[src/inc/syc_pkg.sv]
// constants and carrier types of the synthesizer programming controller
// What this block does
// - Level wait field passes; software sizes it.
// - Lock settle field passes; software sizes it.
// - Low nibble of each word selects register.
// - ADC word bits 23,22 ones, others zero.
// - Divisor is ceiling((pfd/100k-2)/4), max 255.
// - Reserved word always sent as fixed value.
// - Resync count field passes; software sizes it.
// - Resync unused forces the count to one.
// - Resync word bits 10,4 ones, others zero.
// - Low PFD power-up: 12 down to 1, wait, 0.
// - High PFD: lock at half, rewrite 4,2,1,0.
// - Update: 10,4 reset,2,1,0,4 clear,wait,0 cal.
// - High PFD update repeats 4,2,1,0 for target.
package syc_pkg;
    // apb map, byte addresses
    localparam logic [7:0]  SYC_OFF_TABLE  = 8'h00;
    localparam logic [7:0]  SYC_OFF_TARGET = 8'h34;
    localparam logic [7:0]  SYC_OFF_CTRL   = 8'h44;
    localparam logic [7:0]  SYC_OFF_WAIT   = 8'h48;
    localparam logic [7:0]  SYC_OFF_PFD    = 8'h4c;
    localparam logic [7:0]  SYC_OFF_STATUS = 8'h50;
    localparam int          SYC_NUM_WORDS  = 17;
    // control register bits
    localparam int          SYC_CTRL_INIT  = 0;
    localparam int          SYC_CTRL_UPD   = 1;
    localparam int          SYC_CTRL_HIGH  = 2;
    localparam int          SYC_CTRL_NORSY = 3;
    localparam int          SYC_CTRL_CLRD  = 4;
    // device word layout
    localparam logic [3:0]  SYC_SEL_ADC    = 4'ha;
    localparam logic [3:0]  SYC_SEL_FIXED  = 4'hb;
    localparam logic [3:0]  SYC_SEL_RESYNC = 4'hc;
    localparam logic [31:0] SYC_FIXED_WORD = 32'h0061300b;
    localparam logic [17:0] SYC_ADC_RSVD   = 18'h00300;
    localparam logic [11:0] SYC_RSY_RSVD   = 12'h041;
    localparam logic [15:0] SYC_RSY_OFF    = 16'h0001;
    localparam logic [7:0]  SYC_ADC_MAX    = 8'hff;
    localparam int          SYC_ADC_LSB    = 6;
    localparam int          SYC_RESET_BIT  = 4;
    localparam int          SYC_AUTO_CALIBRATION    = 21;
    // reset values
    localparam logic [15:0] SYC_PFD_RESET  = 16'h0000;
    localparam int          SYC_CLK_NS     = 8;
    localparam int          SYC_WAIT_NS    = 161000;
    localparam logic [31:0] SYC_WAIT_RESET =
        32'((SYC_WAIT_NS + SYC_CLK_NS - 1) / SYC_CLK_NS);
    localparam int          SYC_SCLK_DIV   = 4;
    // sequence step encodings
    localparam logic [1:0]  SYC_K_SEND     = 2'h0;
    localparam logic [1:0]  SYC_K_WAIT     = 2'h1;
    localparam logic [1:0]  SYC_K_END      = 2'h2;
    localparam logic [2:0]  SYC_M_NONE     = 3'h0;
    localparam logic [2:0]  SYC_M_RST_SET  = 3'h1;
    localparam logic [2:0]  SYC_M_RST_CLR  = 3'h2;
    localparam logic [2:0]  SYC_M_AC_CLR   = 3'h3;
    localparam logic [2:0]  SYC_M_AC_SET   = 3'h4;

    typedef struct packed {
        logic [1:0] kind;
        logic [4:0] src;
        logic [2:0] modv;
    } syc_step_type;

    typedef struct packed {
        logic        psel;
        logic        penable;
        logic        pwrite;
        logic [7:0]  paddr;
        logic [31:0] pwdata;
    } syc_apb_req_type;

    typedef struct packed {
        logic [31:0] prdata;
        logic        pready;
        logic        pslverr;
    } syc_apb_rsp_type;

    typedef struct packed {
        logic sclk;
        logic sdata;
        logic le;
    } syc_pins_type;
endpackage

[src/core/syc_shifter.sv]
// serial word shifter for the three-wire programming port
`timescale 1ns/1ps
module syc_shifter
    import syc_pkg::*;
#(
    parameter int CLK_DIV = SYC_SCLK_DIV
) (
    input  wire logic         pclk,
    input  wire logic         presetn,
    input  wire logic         start,
    input  wire logic [31:0]  word,
    output logic              busy,
    output logic              done,
    output syc_pins_type      pins
);
    initial begin
        if (CLK_DIV < 1 || CLK_DIV > 255) begin
            $error("CLK_DIV out of range");
        end
    end

    typedef struct packed {
        logic [7:0]   div;
        logic [31:0]  sh;
        logic [5:0]   bits;
        logic         phase;
        logic         active;
        logic         latch;
        logic         done;
        syc_pins_type pins;
    } syc_sh_type;

    syc_sh_type s_reg;
    syc_sh_type s_next;
    logic       tick;

    assign tick = (s_reg.div == 8'h00);
    assign busy = s_reg.active;
    assign done = s_reg.done;
    assign pins = s_reg.pins;

    ////////////////////////////////////////////////////////////////////
    always_comb begin
        s_next      = s_reg;
        s_next.done = 1'b0;
        if (!s_reg.active || tick) begin
            s_next.div = 8'(CLK_DIV - 1);
        end else begin
            s_next.div = s_reg.div - 8'h01;
        end
        if (!s_reg.active) begin
            if (start) begin
                s_next.active = 1'b1;
                s_next.sh     = word;
                s_next.bits   = 6'd0;
                s_next.phase  = 1'b0;
                s_next.latch  = 1'b0;
            end
        end else if (tick) begin
            if (s_reg.latch) begin
                // device takes the word on the load strobe
                if (s_reg.pins.le) begin
                    s_next.pins.le = 1'b0;
                    s_next.active  = 1'b0;
                    s_next.done    = 1'b1;
                end else begin
                    s_next.pins.le = 1'b1;
                end
            end else if (!s_reg.phase) begin
                s_next.pins.sclk  = 1'b0;
                s_next.pins.sdata = s_reg.sh[31];
                s_next.phase      = 1'b1;
            end else begin
                // data stood a full tick before the rising edge
                s_next.pins.sclk = 1'b1;
                s_next.sh        = {s_reg.sh[30:0], 1'b0};
                s_next.phase     = 1'b0;
                s_next.bits      = s_reg.bits + 6'd1;
                if (s_reg.bits == 6'd31) begin
                    s_next.latch = 1'b1;
                end
            end
        end
        if (s_reg.latch && s_reg.pins.sclk && tick) begin
            s_next.pins.sclk = 1'b0;
        end
    end

    always_ff @(posedge pclk or negedge presetn) begin
        if (!presetn) begin
            s_reg <= '0;
        end else begin
            s_reg <= s_next;
        end
    end
endmodule

[src/core/syc_ctrl.sv]
// apb-programmed host sequencer for the synthesizer register set
//
// The register addresses and register access over APB were decided locally.
`timescale 1ns/1ps
module syc_ctrl
    import syc_pkg::*;
#(
    parameter int CLK_DIV = SYC_SCLK_DIV
) (
    input  wire logic            pclk,
    input  wire logic            presetn,
    input  wire syc_apb_req_type apb_req,
    output syc_apb_rsp_type      apb_rsp,
    output syc_pins_type         pins
);
    typedef enum logic [1:0] {
        ST_IDLE,
        ST_RUN,
        ST_SHIFT,
        ST_PAUSE
    } syc_state_type;

    typedef struct packed {
        logic [SYC_NUM_WORDS-1:0][31:0] words;
        logic                           high_pfd;
        logic                           no_resync;
        logic [31:0]                    wait_cfg;
        logic [15:0]                    pfd_100k;
        syc_state_type                  state;
        logic                           upd;
        logic [4:0]                     idx;
        logic [31:0]                    cnt;
        logic                           go;
        logic [31:0]                    out_word;
        logic                           done;
        logic [31:0]                    prdata;
    } syc_ctrl_type;

    syc_ctrl_type c_reg;
    syc_ctrl_type c_next;
    logic         sh_busy;
    logic         sh_done;
    syc_step_type step;
    logic [7:0]   adc_div;
    logic         setup;
    logic         access;
    logic         wr;
    logic         in_table;
    logic         bad_addr;
    logic         busy;
    logic [4:0]   tbl_idx;

    ////////////////////////////////////////////////////////////////////
    // helpers

    // register number that a table entry programs
    function automatic logic [3:0] reg_of(input logic [4:0] src);
        logic [3:0] r;
        r = 4'h0;
        if (src < 5'd13) begin
            r = src[3:0];
        end else if (src == 5'd13) begin
            r = 4'h4;
        end else if (src == 5'd14) begin
            r = 4'h2;
        end else if (src == 5'd15) begin
            r = 4'h1;
        end
        return r;
    endfunction

    // ceiling((pfd/100k - 2)/4) with pfd given in 100 kHz units
    function automatic logic [7:0] adc_div_of(input logic [15:0] x);
        logic [16:0] t;
        logic [7:0]  d;
        t = ({1'b0, x} + 17'h00001) >> 2;
        d = t[7:0];
        if (x <= 16'h0002) begin
            d = 8'h01;
        end else if (t > {9'h000, SYC_ADC_MAX}) begin
            d = SYC_ADC_MAX;
        end
        return d;
    endfunction

    function automatic syc_step_type mk(input logic [1:0] k,
                                        input logic [4:0] s,
                                        input logic [2:0] m);
        syc_step_type t;
        t.kind = k;
        t.src  = s;
        t.modv = m;
        return t;
    endfunction

    // step i of power-up (upd=0) or frequency update (upd=1)
    function automatic syc_step_type step_of(input logic       upd,
                                             input logic       high,
                                             input logic [4:0] i);
        syc_step_type t;
        logic [4:0]   tail;
        t    = mk(SYC_K_END, 5'd0, SYC_M_NONE);
        tail = upd ? 5'd8 : 5'd14;
        if (!upd && i < 5'd12) begin
            t = mk(SYC_K_SEND, 5'd12 - i, SYC_M_NONE);
        end else if (!upd && i == 5'd12) begin
            t = mk(SYC_K_WAIT, 5'd0, SYC_M_NONE);
        end else if (!upd && i == 5'd13) begin
            // high pfd first locks at half rate with calibration on
            t = mk(SYC_K_SEND, 5'd0,
                   high ? SYC_M_AC_SET : SYC_M_NONE);
        end else if (upd && i < 5'd8) begin
            case (i[2:0])
                3'd0: t = mk(SYC_K_SEND, 5'd10, SYC_M_NONE);
                3'd1: t = mk(SYC_K_SEND, 5'd4, SYC_M_RST_SET);
                3'd2: t = mk(SYC_K_SEND, 5'd2, SYC_M_NONE);
                3'd3: t = mk(SYC_K_SEND, 5'd1, SYC_M_NONE);
                3'd4: t = mk(SYC_K_SEND, 5'd0, SYC_M_AC_CLR);
                3'd5: t = mk(SYC_K_SEND, 5'd4, SYC_M_RST_CLR);
                3'd6: t = mk(SYC_K_WAIT, 5'd0, SYC_M_NONE);
                default: t = mk(SYC_K_SEND, 5'd0, SYC_M_AC_SET);
            endcase
        end else if (high && i >= tail && i < tail + 5'd4) begin
            // target rate words 4,2,1,0, last one uncalibrated
            t = mk(SYC_K_SEND, 5'd13 + (i - tail),
                   (i == tail + 5'd3) ? SYC_M_AC_CLR
                                      : SYC_M_NONE);
        end
        return t;
    endfunction

    // final word with select nibble, fixed fields and step edits
    function automatic logic [31:0] shape(input logic [4:0]  src,
                                          input logic [31:0] raw,
                                          input logic [2:0]  m,
                                          input logic [7:0]  div,
                                          input logic        norsy);
        logic [31:0] w;
        logic [3:0]  r;
        r      = reg_of(src);
        w      = raw;
        w[3:0] = r;
        if (r == SYC_SEL_ADC) begin
            w[31:14] = SYC_ADC_RSVD;
            w[SYC_ADC_LSB +: 8] = div;
        end else if (r == SYC_SEL_FIXED) begin
            w = SYC_FIXED_WORD;
        end else if (r == SYC_SEL_RESYNC) begin
            w[15:4] = SYC_RSY_RSVD;
            if (norsy) begin
                w[31:16] = SYC_RSY_OFF;
            end
        end
        case (m)
            SYC_M_RST_SET: w[SYC_RESET_BIT] = 1'b1;
            SYC_M_RST_CLR: w[SYC_RESET_BIT] = 1'b0;
            SYC_M_AC_CLR:  w[SYC_AUTO_CALIBRATION]   = 1'b0;
            SYC_M_AC_SET:  w[SYC_AUTO_CALIBRATION]   = 1'b1;
            default:       w = w;
        endcase
        return w;
    endfunction

    ////////////////////////////////////////////////////////////////////
    // bus decode

    assign setup    = apb_req.psel && !apb_req.penable;
    assign access   = apb_req.psel && apb_req.penable;
    assign wr       = access && apb_req.pwrite;
    assign busy     = (c_reg.state != ST_IDLE);
    assign tbl_idx  = apb_req.paddr[6:2];
    assign in_table = (apb_req.paddr < SYC_OFF_CTRL);
    assign adc_div  = adc_div_of(c_reg.pfd_100k);
    assign step     = step_of(c_reg.upd, c_reg.high_pfd, c_reg.idx);

    always_comb begin
        bad_addr = 1'b0;
        if (apb_req.paddr[1:0] != 2'b00) begin
            bad_addr = 1'b1;
        end else if (in_table) begin
            // words may not change under a running sequence
            bad_addr = apb_req.pwrite && busy;
        end else if (apb_req.paddr == SYC_OFF_CTRL) begin
            bad_addr = 1'b0;
        end else if (apb_req.paddr == SYC_OFF_WAIT) begin
            bad_addr = 1'b0;
        end else if (apb_req.paddr == SYC_OFF_PFD) begin
            bad_addr = 1'b0;
        end else if (apb_req.paddr == SYC_OFF_STATUS) begin
            bad_addr = apb_req.pwrite;
        end else begin
            bad_addr = 1'b1;
        end
    end

    assign apb_rsp.pready  = 1'b1;
    assign apb_rsp.pslverr = access && bad_addr;
    assign apb_rsp.prdata  = c_reg.prdata;

    ////////////////////////////////////////////////////////////////////
    // next state

    always_comb begin
        c_next    = c_reg;
        c_next.go = 1'b0;
        if (setup) begin
            c_next.prdata = 32'h00000000;
            if (apb_req.paddr[1:0] != 2'b00) begin
                c_next.prdata = 32'h00000000;
            end else if (in_table) begin
                c_next.prdata = c_reg.words[tbl_idx];
            end else if (apb_req.paddr == SYC_OFF_CTRL) begin
                c_next.prdata[SYC_CTRL_HIGH]  = c_reg.high_pfd;
                c_next.prdata[SYC_CTRL_NORSY] = c_reg.no_resync;
            end else if (apb_req.paddr == SYC_OFF_WAIT) begin
                c_next.prdata = c_reg.wait_cfg;
            end else if (apb_req.paddr == SYC_OFF_PFD) begin
                c_next.prdata[15:0] = c_reg.pfd_100k;
            end else if (apb_req.paddr == SYC_OFF_STATUS) begin
                c_next.prdata[0]     = busy;
                c_next.prdata[1]     = c_reg.done;
                c_next.prdata[12:8]  = c_reg.idx;
                c_next.prdata[23:16] = adc_div;
            end
        end
        if (wr && !bad_addr) begin
            if (in_table) begin
                c_next.words[tbl_idx] = apb_req.pwdata;
            end else if (apb_req.paddr == SYC_OFF_CTRL) begin
                c_next.high_pfd  = apb_req.pwdata[SYC_CTRL_HIGH];
                c_next.no_resync = apb_req.pwdata[SYC_CTRL_NORSY];
                if (apb_req.pwdata[SYC_CTRL_CLRD]) begin
                    c_next.done = 1'b0;
                end
                // a start while busy is ignored
                if (!busy && (apb_req.pwdata[SYC_CTRL_INIT] ||
                              apb_req.pwdata[SYC_CTRL_UPD])) begin
                    c_next.state = ST_RUN;
                    c_next.idx   = 5'd0;
                    c_next.upd   = !apb_req.pwdata[SYC_CTRL_INIT];
                end
            end else if (apb_req.paddr == SYC_OFF_WAIT) begin
                c_next.wait_cfg = apb_req.pwdata;
            end else if (apb_req.paddr == SYC_OFF_PFD) begin
                c_next.pfd_100k = apb_req.pwdata[15:0];
            end
        end
        case (c_reg.state)
            ST_RUN: begin
                if (step.kind == SYC_K_SEND) begin
                    c_next.out_word = shape(step.src,
                                            c_reg.words[step.src],
                                            step.modv, adc_div,
                                            c_reg.no_resync);
                    c_next.go    = 1'b1;
                    c_next.state = ST_SHIFT;
                end else if (step.kind == SYC_K_WAIT) begin
                    c_next.cnt   = c_reg.wait_cfg;
                    c_next.state = ST_PAUSE;
                end else begin
                    c_next.done  = 1'b1; // set wins over clear
                    c_next.state = ST_IDLE;
                end
            end
            ST_SHIFT: begin
                if (sh_done) begin
                    c_next.idx   = c_reg.idx + 5'd1;
                    c_next.state = ST_RUN;
                end
            end
            ST_PAUSE: begin
                // wait_cfg+1 cycles, strictly more than programmed
                if (c_reg.cnt == 32'h00000000) begin
                    c_next.idx   = c_reg.idx + 5'd1;
                    c_next.state = ST_RUN;
                end else begin
                    c_next.cnt = c_reg.cnt - 32'h00000001;
                end
            end
            default: begin
                c_next.state = c_next.state;
            end
        endcase
    end

    always_ff @(posedge pclk or negedge presetn) begin
        if (!presetn) begin
            c_reg          <= '0;
            c_reg.wait_cfg <= SYC_WAIT_RESET;
            c_reg.pfd_100k <= SYC_PFD_RESET;
            c_reg.state    <= ST_IDLE;
        end else begin
            c_reg <= c_next;
        end
    end

    ////////////////////////////////////////////////////////////////////
    syc_shifter #(
        .CLK_DIV (CLK_DIV)
    ) u_shifter (
        .pclk    (pclk),
        .presetn (presetn),
        .start   (c_reg.go),
        .word    (c_reg.out_word),
        .busy    (sh_busy),
        .done    (sh_done),
        .pins    (pins)
    );

    logic unused_busy;
    assign unused_busy = sh_busy;
endmodule

[config.mk]
export PLATFORM = sky130hd
export DESIGN_NAME = syc_ctrl
export DESIGN_NICKNAME = d
export VERILOG_FILES = /design/src/inc/syc_pkg.sv /design/src/core/syc_shifter.sv /design/src/core/syc_ctrl.sv
export SDC_FILE = /design/constraint.sdc
export NUM_CORES = 2
export LEC_CHECK = 0
export CAP_MARGIN = 15
export CORE_MARGIN = 2
export CORE_UTILIZATION = 40
export CTS_CLUSTER_DIAMETER = 100
export DETAILED_ROUTE_END_ITERATION = 12
export DONT_BUFFER_PORTS = 1
export PLACE_DENSITY = 0.52
export SLEW_MARGIN = 20
export SYNTH_ARGS = -nofsm -noshare
export SYNTH_HDL_FRONTEND = slang
export SYNTH_SLANG_ARGS = --single-unit
[constraint.sdc]
create_clock -name pclk -period 5.41 [get_ports pclk]
set_input_delay 0.541 -clock pclk [delete_from_list [all_inputs] [get_ports pclk]]
set_output_delay 0.541 -clock pclk [all_outputs]
set_load 0.02 [all_outputs]
==> impl_metrics.json <==
{
  "synth_commonest_cells": "744 x dfrtp_1, 594 x mux2_2, 254 x nand2_1, 160 x mux4_2, 153 x mux2i_1",
  "dieArea_mm2": 0.1013,
  "status": "completed",
  "tightest_slew_ns": 1.265,
  "drc": 0,
  "yosysTopAreaCell": "dfrtp_1",
  "numPortBuffers": 0,
  "cp-start-kind": "flop",
  "worstSkewPairLatency_ns": 0.68,
  "core_region_area_mm2": 0.09813,
  "hold_violations": 0,
  "ant_nets": 0,
  "yosysMostFrequentCell": "dfrtp_1",
  "timing.reg2reg.setup_slack_ns": 0.22,
  "synth_nets": 3313,
  "die_h_um": 318.3,
  "drt-vias-per-instance": 6.343,
  "worstPathRequired_ns": 5.96,
  "rsz0062_at_grt": "no",
  "syn-cell-area_mm2": 0.03951,
  "final_util_pct": 45.22,
  "grt_pass1_vias": 29140,
  "cts.htree.levels": 3,
  "drt-initial-drc-count": 2845,
  "cpMostUsedCell": "buf_4",
  "worstPathMaxFanout": 24,
  "place_ws_ns": 0.2586,
  "power_leakage_nw": 19.41,
  "wirelength_mm": 140.8,
  "vias": 28720,
  "worst_slack_ns": 0.2173,
  "fill_cells": 8885,
  "met3WireLength_mm": 9.820,
  "async_reset_ff_share_pct": 100.0,
  "grt_pass1_wl_mm": 207.4,
  "cts_tree": "done",
  "grt_max_degree": 754,
  "top_layer": "met5",
  "start_util_pct": 40.26,
  "r2r_end": "c_reg[39]",
  "wl_met1_mm": 58.79,
  "post_cts_buffers": 0,
  "ys_seq_area_share_pct": 47.72,
  "layout.nets": 3232,
  "synthCells": 3244,
  "synth.top_cell.area_share_pct": 47.12,
  "critPathBufInv": 3,
  "r2r_cells": 13,
  "crit_arrival_ns": 5.74,
  "syn_to_final_growth_pct": 12.32,
  "overflow": 0,
  "hold_class": "in2reg",
  "cp-end-kind": "flop",
  "yosysUniqueCellTypes": 83,
  "fin_skew_ns": 0.04070,
  "synth-main-ff-cell": "dfrtp_1",
  "path_cells": "inv_1, ha_1, or2_2, a221oi_1, nor2_1, a211o_1, nand2_4, buf_4, buf_4, mux2i_1, a32oi_1, o221ai_1, o32ai_1",
  "regToRegStartpoint": "c_reg[99]",
  "yosys_warnings": 0,
  "period_needed_ns": 5.193,
  "critPathTopFamily": "compound AO/OA/AOI/OAI gates",
  "cts-root-buf": "clkbuf_16",
  "power_density_mw_per_mm2": 283.1,
  "cts_buffers": 88,
  "layout-drive-gt1-share_pct": 32.16,
  "dp_hpwl_mm": 88.10,
  "antenna_found_initial": 8,
  "worstSetupPathType": "reg2reg",
  "postSynthAreaPerCell_um2": 12.18,
  "ir_drop_mv": 0.2282,
  "fmax_mhz": 192.6,
  "gr-usage-all-layers_pct": 27.67,
  "wl_met2_mm": 65.71,
  "netlist_top_cells_area": "dfrtp_1 47%, mux2_2 17%, mux4_2 9.1%",
  "synth_edf_count": 0,
  "cts_num_sinks": 753,
  "setup_viol": 0,
  "hold_end": "c_reg[129]",
  "dr.pass1.iters": 6,
  "ctsLongestPathBuffers": 3,
  "cap_violations": 0,
  "ioPinCount": 82,
  "min_path_cells": 1,
  "ys_ff_latch": 753,
  "path_clk_slew_ns": 0.06,
  "chipWidth_um": 318.3,
  "worst_path_max_delay_cell": "a211o_1",
  "rows": 115,
  "slew_viol_final": 0,
  "gp_congestion": 0.9313,
  "max_stage_delay_ns": 0.50,
  "relSlewSlack_pct": 15.64,
  "worstHoldStart": "apb_req[7]",
  "largest_reg_flops": 668,
  "wire_per_inst_um": 31.09,
  "fin_crit_sh_pct": 95.98,
  "setup_tns_ns": 0
}
how the worst max path moves through the flow:
stage	end	slack [ns]	start	cells after the start
after global routing	c_reg[41]	0.03	c_reg[99]	14
after global placement	c_reg[39]	0.37	c_reg[100]	13
final	c_reg[39]	0.22	c_reg[99]	13
after detailed placement	c_reg[39]	0.26	c_reg[100]	13
after floorplan	c_reg[43]	1.52	c_reg[99]	15
after CTS	c_reg[39]	0.19	c_reg[100]	13
per-layer routing:
layer | up-vias | GRT usage, %
met5 | - | 0
li1 | 12020 | -
met1 | 15140 | 37.19
met2 | 1237 | 44.22
met3 | 316 | 5.196
met4 | 8 | 11.09
report_power, final:
group          switching, W  total, W  leakage [nW]  internal [W]
sequential        0.0000207   0.00568          10.4       0.00566
combinational      0.000217  0.000343          7.42      0.000126
clock               0.00255   0.00654          1.56       0.00399
cell usage in the layout, fill, tap and decap left out, types with 16 or more instances in the layout:
cell / n
nor2_1: 129
nand2_1: 246
nor4_1: 26
a31oi_1: 23
a21oi_1: 78
nand3_1: 70
mux2i_1: 153
and3_1: 18
a22o_1: 17
clkbuf_16: 90
nor3_1: 27
mux4_2: 160
dlygate4sd3_1: 50
ha_1: 23
dfrtp_1: 743
inv_1: 32
mux2_2: 594
clkbuf_1: 18
a211oi_1: 17
o22ai_1: 78
o21ai_0: 143
a221oi_1: 19
nand4_1: 16
buf_4: 71
o211ai_1: 21
clkbuf_8: 19
a22oi_1: 73
timing repair:
item | 4_1_cts | 5_1_grt
gates resized for setup | 0 | 1
setup endpoints to repair | 0 | 4
hold endpoints to repair | 943 | 100
hold buffers | 49 | 2
cells by family after synthesis:
| kind of cell | Yosys count | share of synthesized area (%) |
|---|---|---|
| buf+inv | 341 | 4.035 |
| flops | 753 | 47.72 |
| fa+ha+maj | 24 | 0.7791 |
| xor+xnor | 15 | 0.3325 |
| mux | 917 | 30.21 |
| simple gates | 617 | 7.237 |
| other cells | 1 | 0.009492 |
| compound gates | 576 | 9.672 |
area by class of cell:
cell class,instances,area (µm²),share of cell area (%)
Clock buffer,127,2581,5.817
Multi-Input combinational cell,2150,19200,43.27
Tap cell,1287,1610,3.629
Antenna cell,7,17.52,0.03948
Timing Repair Buffer,138,1406,3.169
Clock inverter,34,583.1,1.314
Inverter,32,120.1,0.2707
Sequential cell,753,18860,42.49
metrics by stage:
step                cells  instance area [µm²]  power [W]  hold slack (ns)
global route         4523                44360    0.01293         0.004320
finish               4528                44370    0.01256          0.02546
CTS                  4514                44190    0.01253          -0.3834
detailed placement   4304                40540   0.005933           0.3085
floorplan            3244                39510   0.005987           0.2454
global placement     4304                40540   0.005929           0.3119
worst register-to-register path, stage by stage, from the launching register on:
cell	delay, ns
dfrtp_1	0.49
inv_1	0.16
ha_1	0.33
or2_2	0.34
a221oi_1	0.48
nor2_1	0.32
a211o_1	0.50
nand2_4	0.35
buf_4	0.44
buf_4	0.43
mux2i_1	0.13
a32oi_1	0.46
o221ai_1	0.30
o32ai_1	0.35
(Power assumes the default switching activity.)
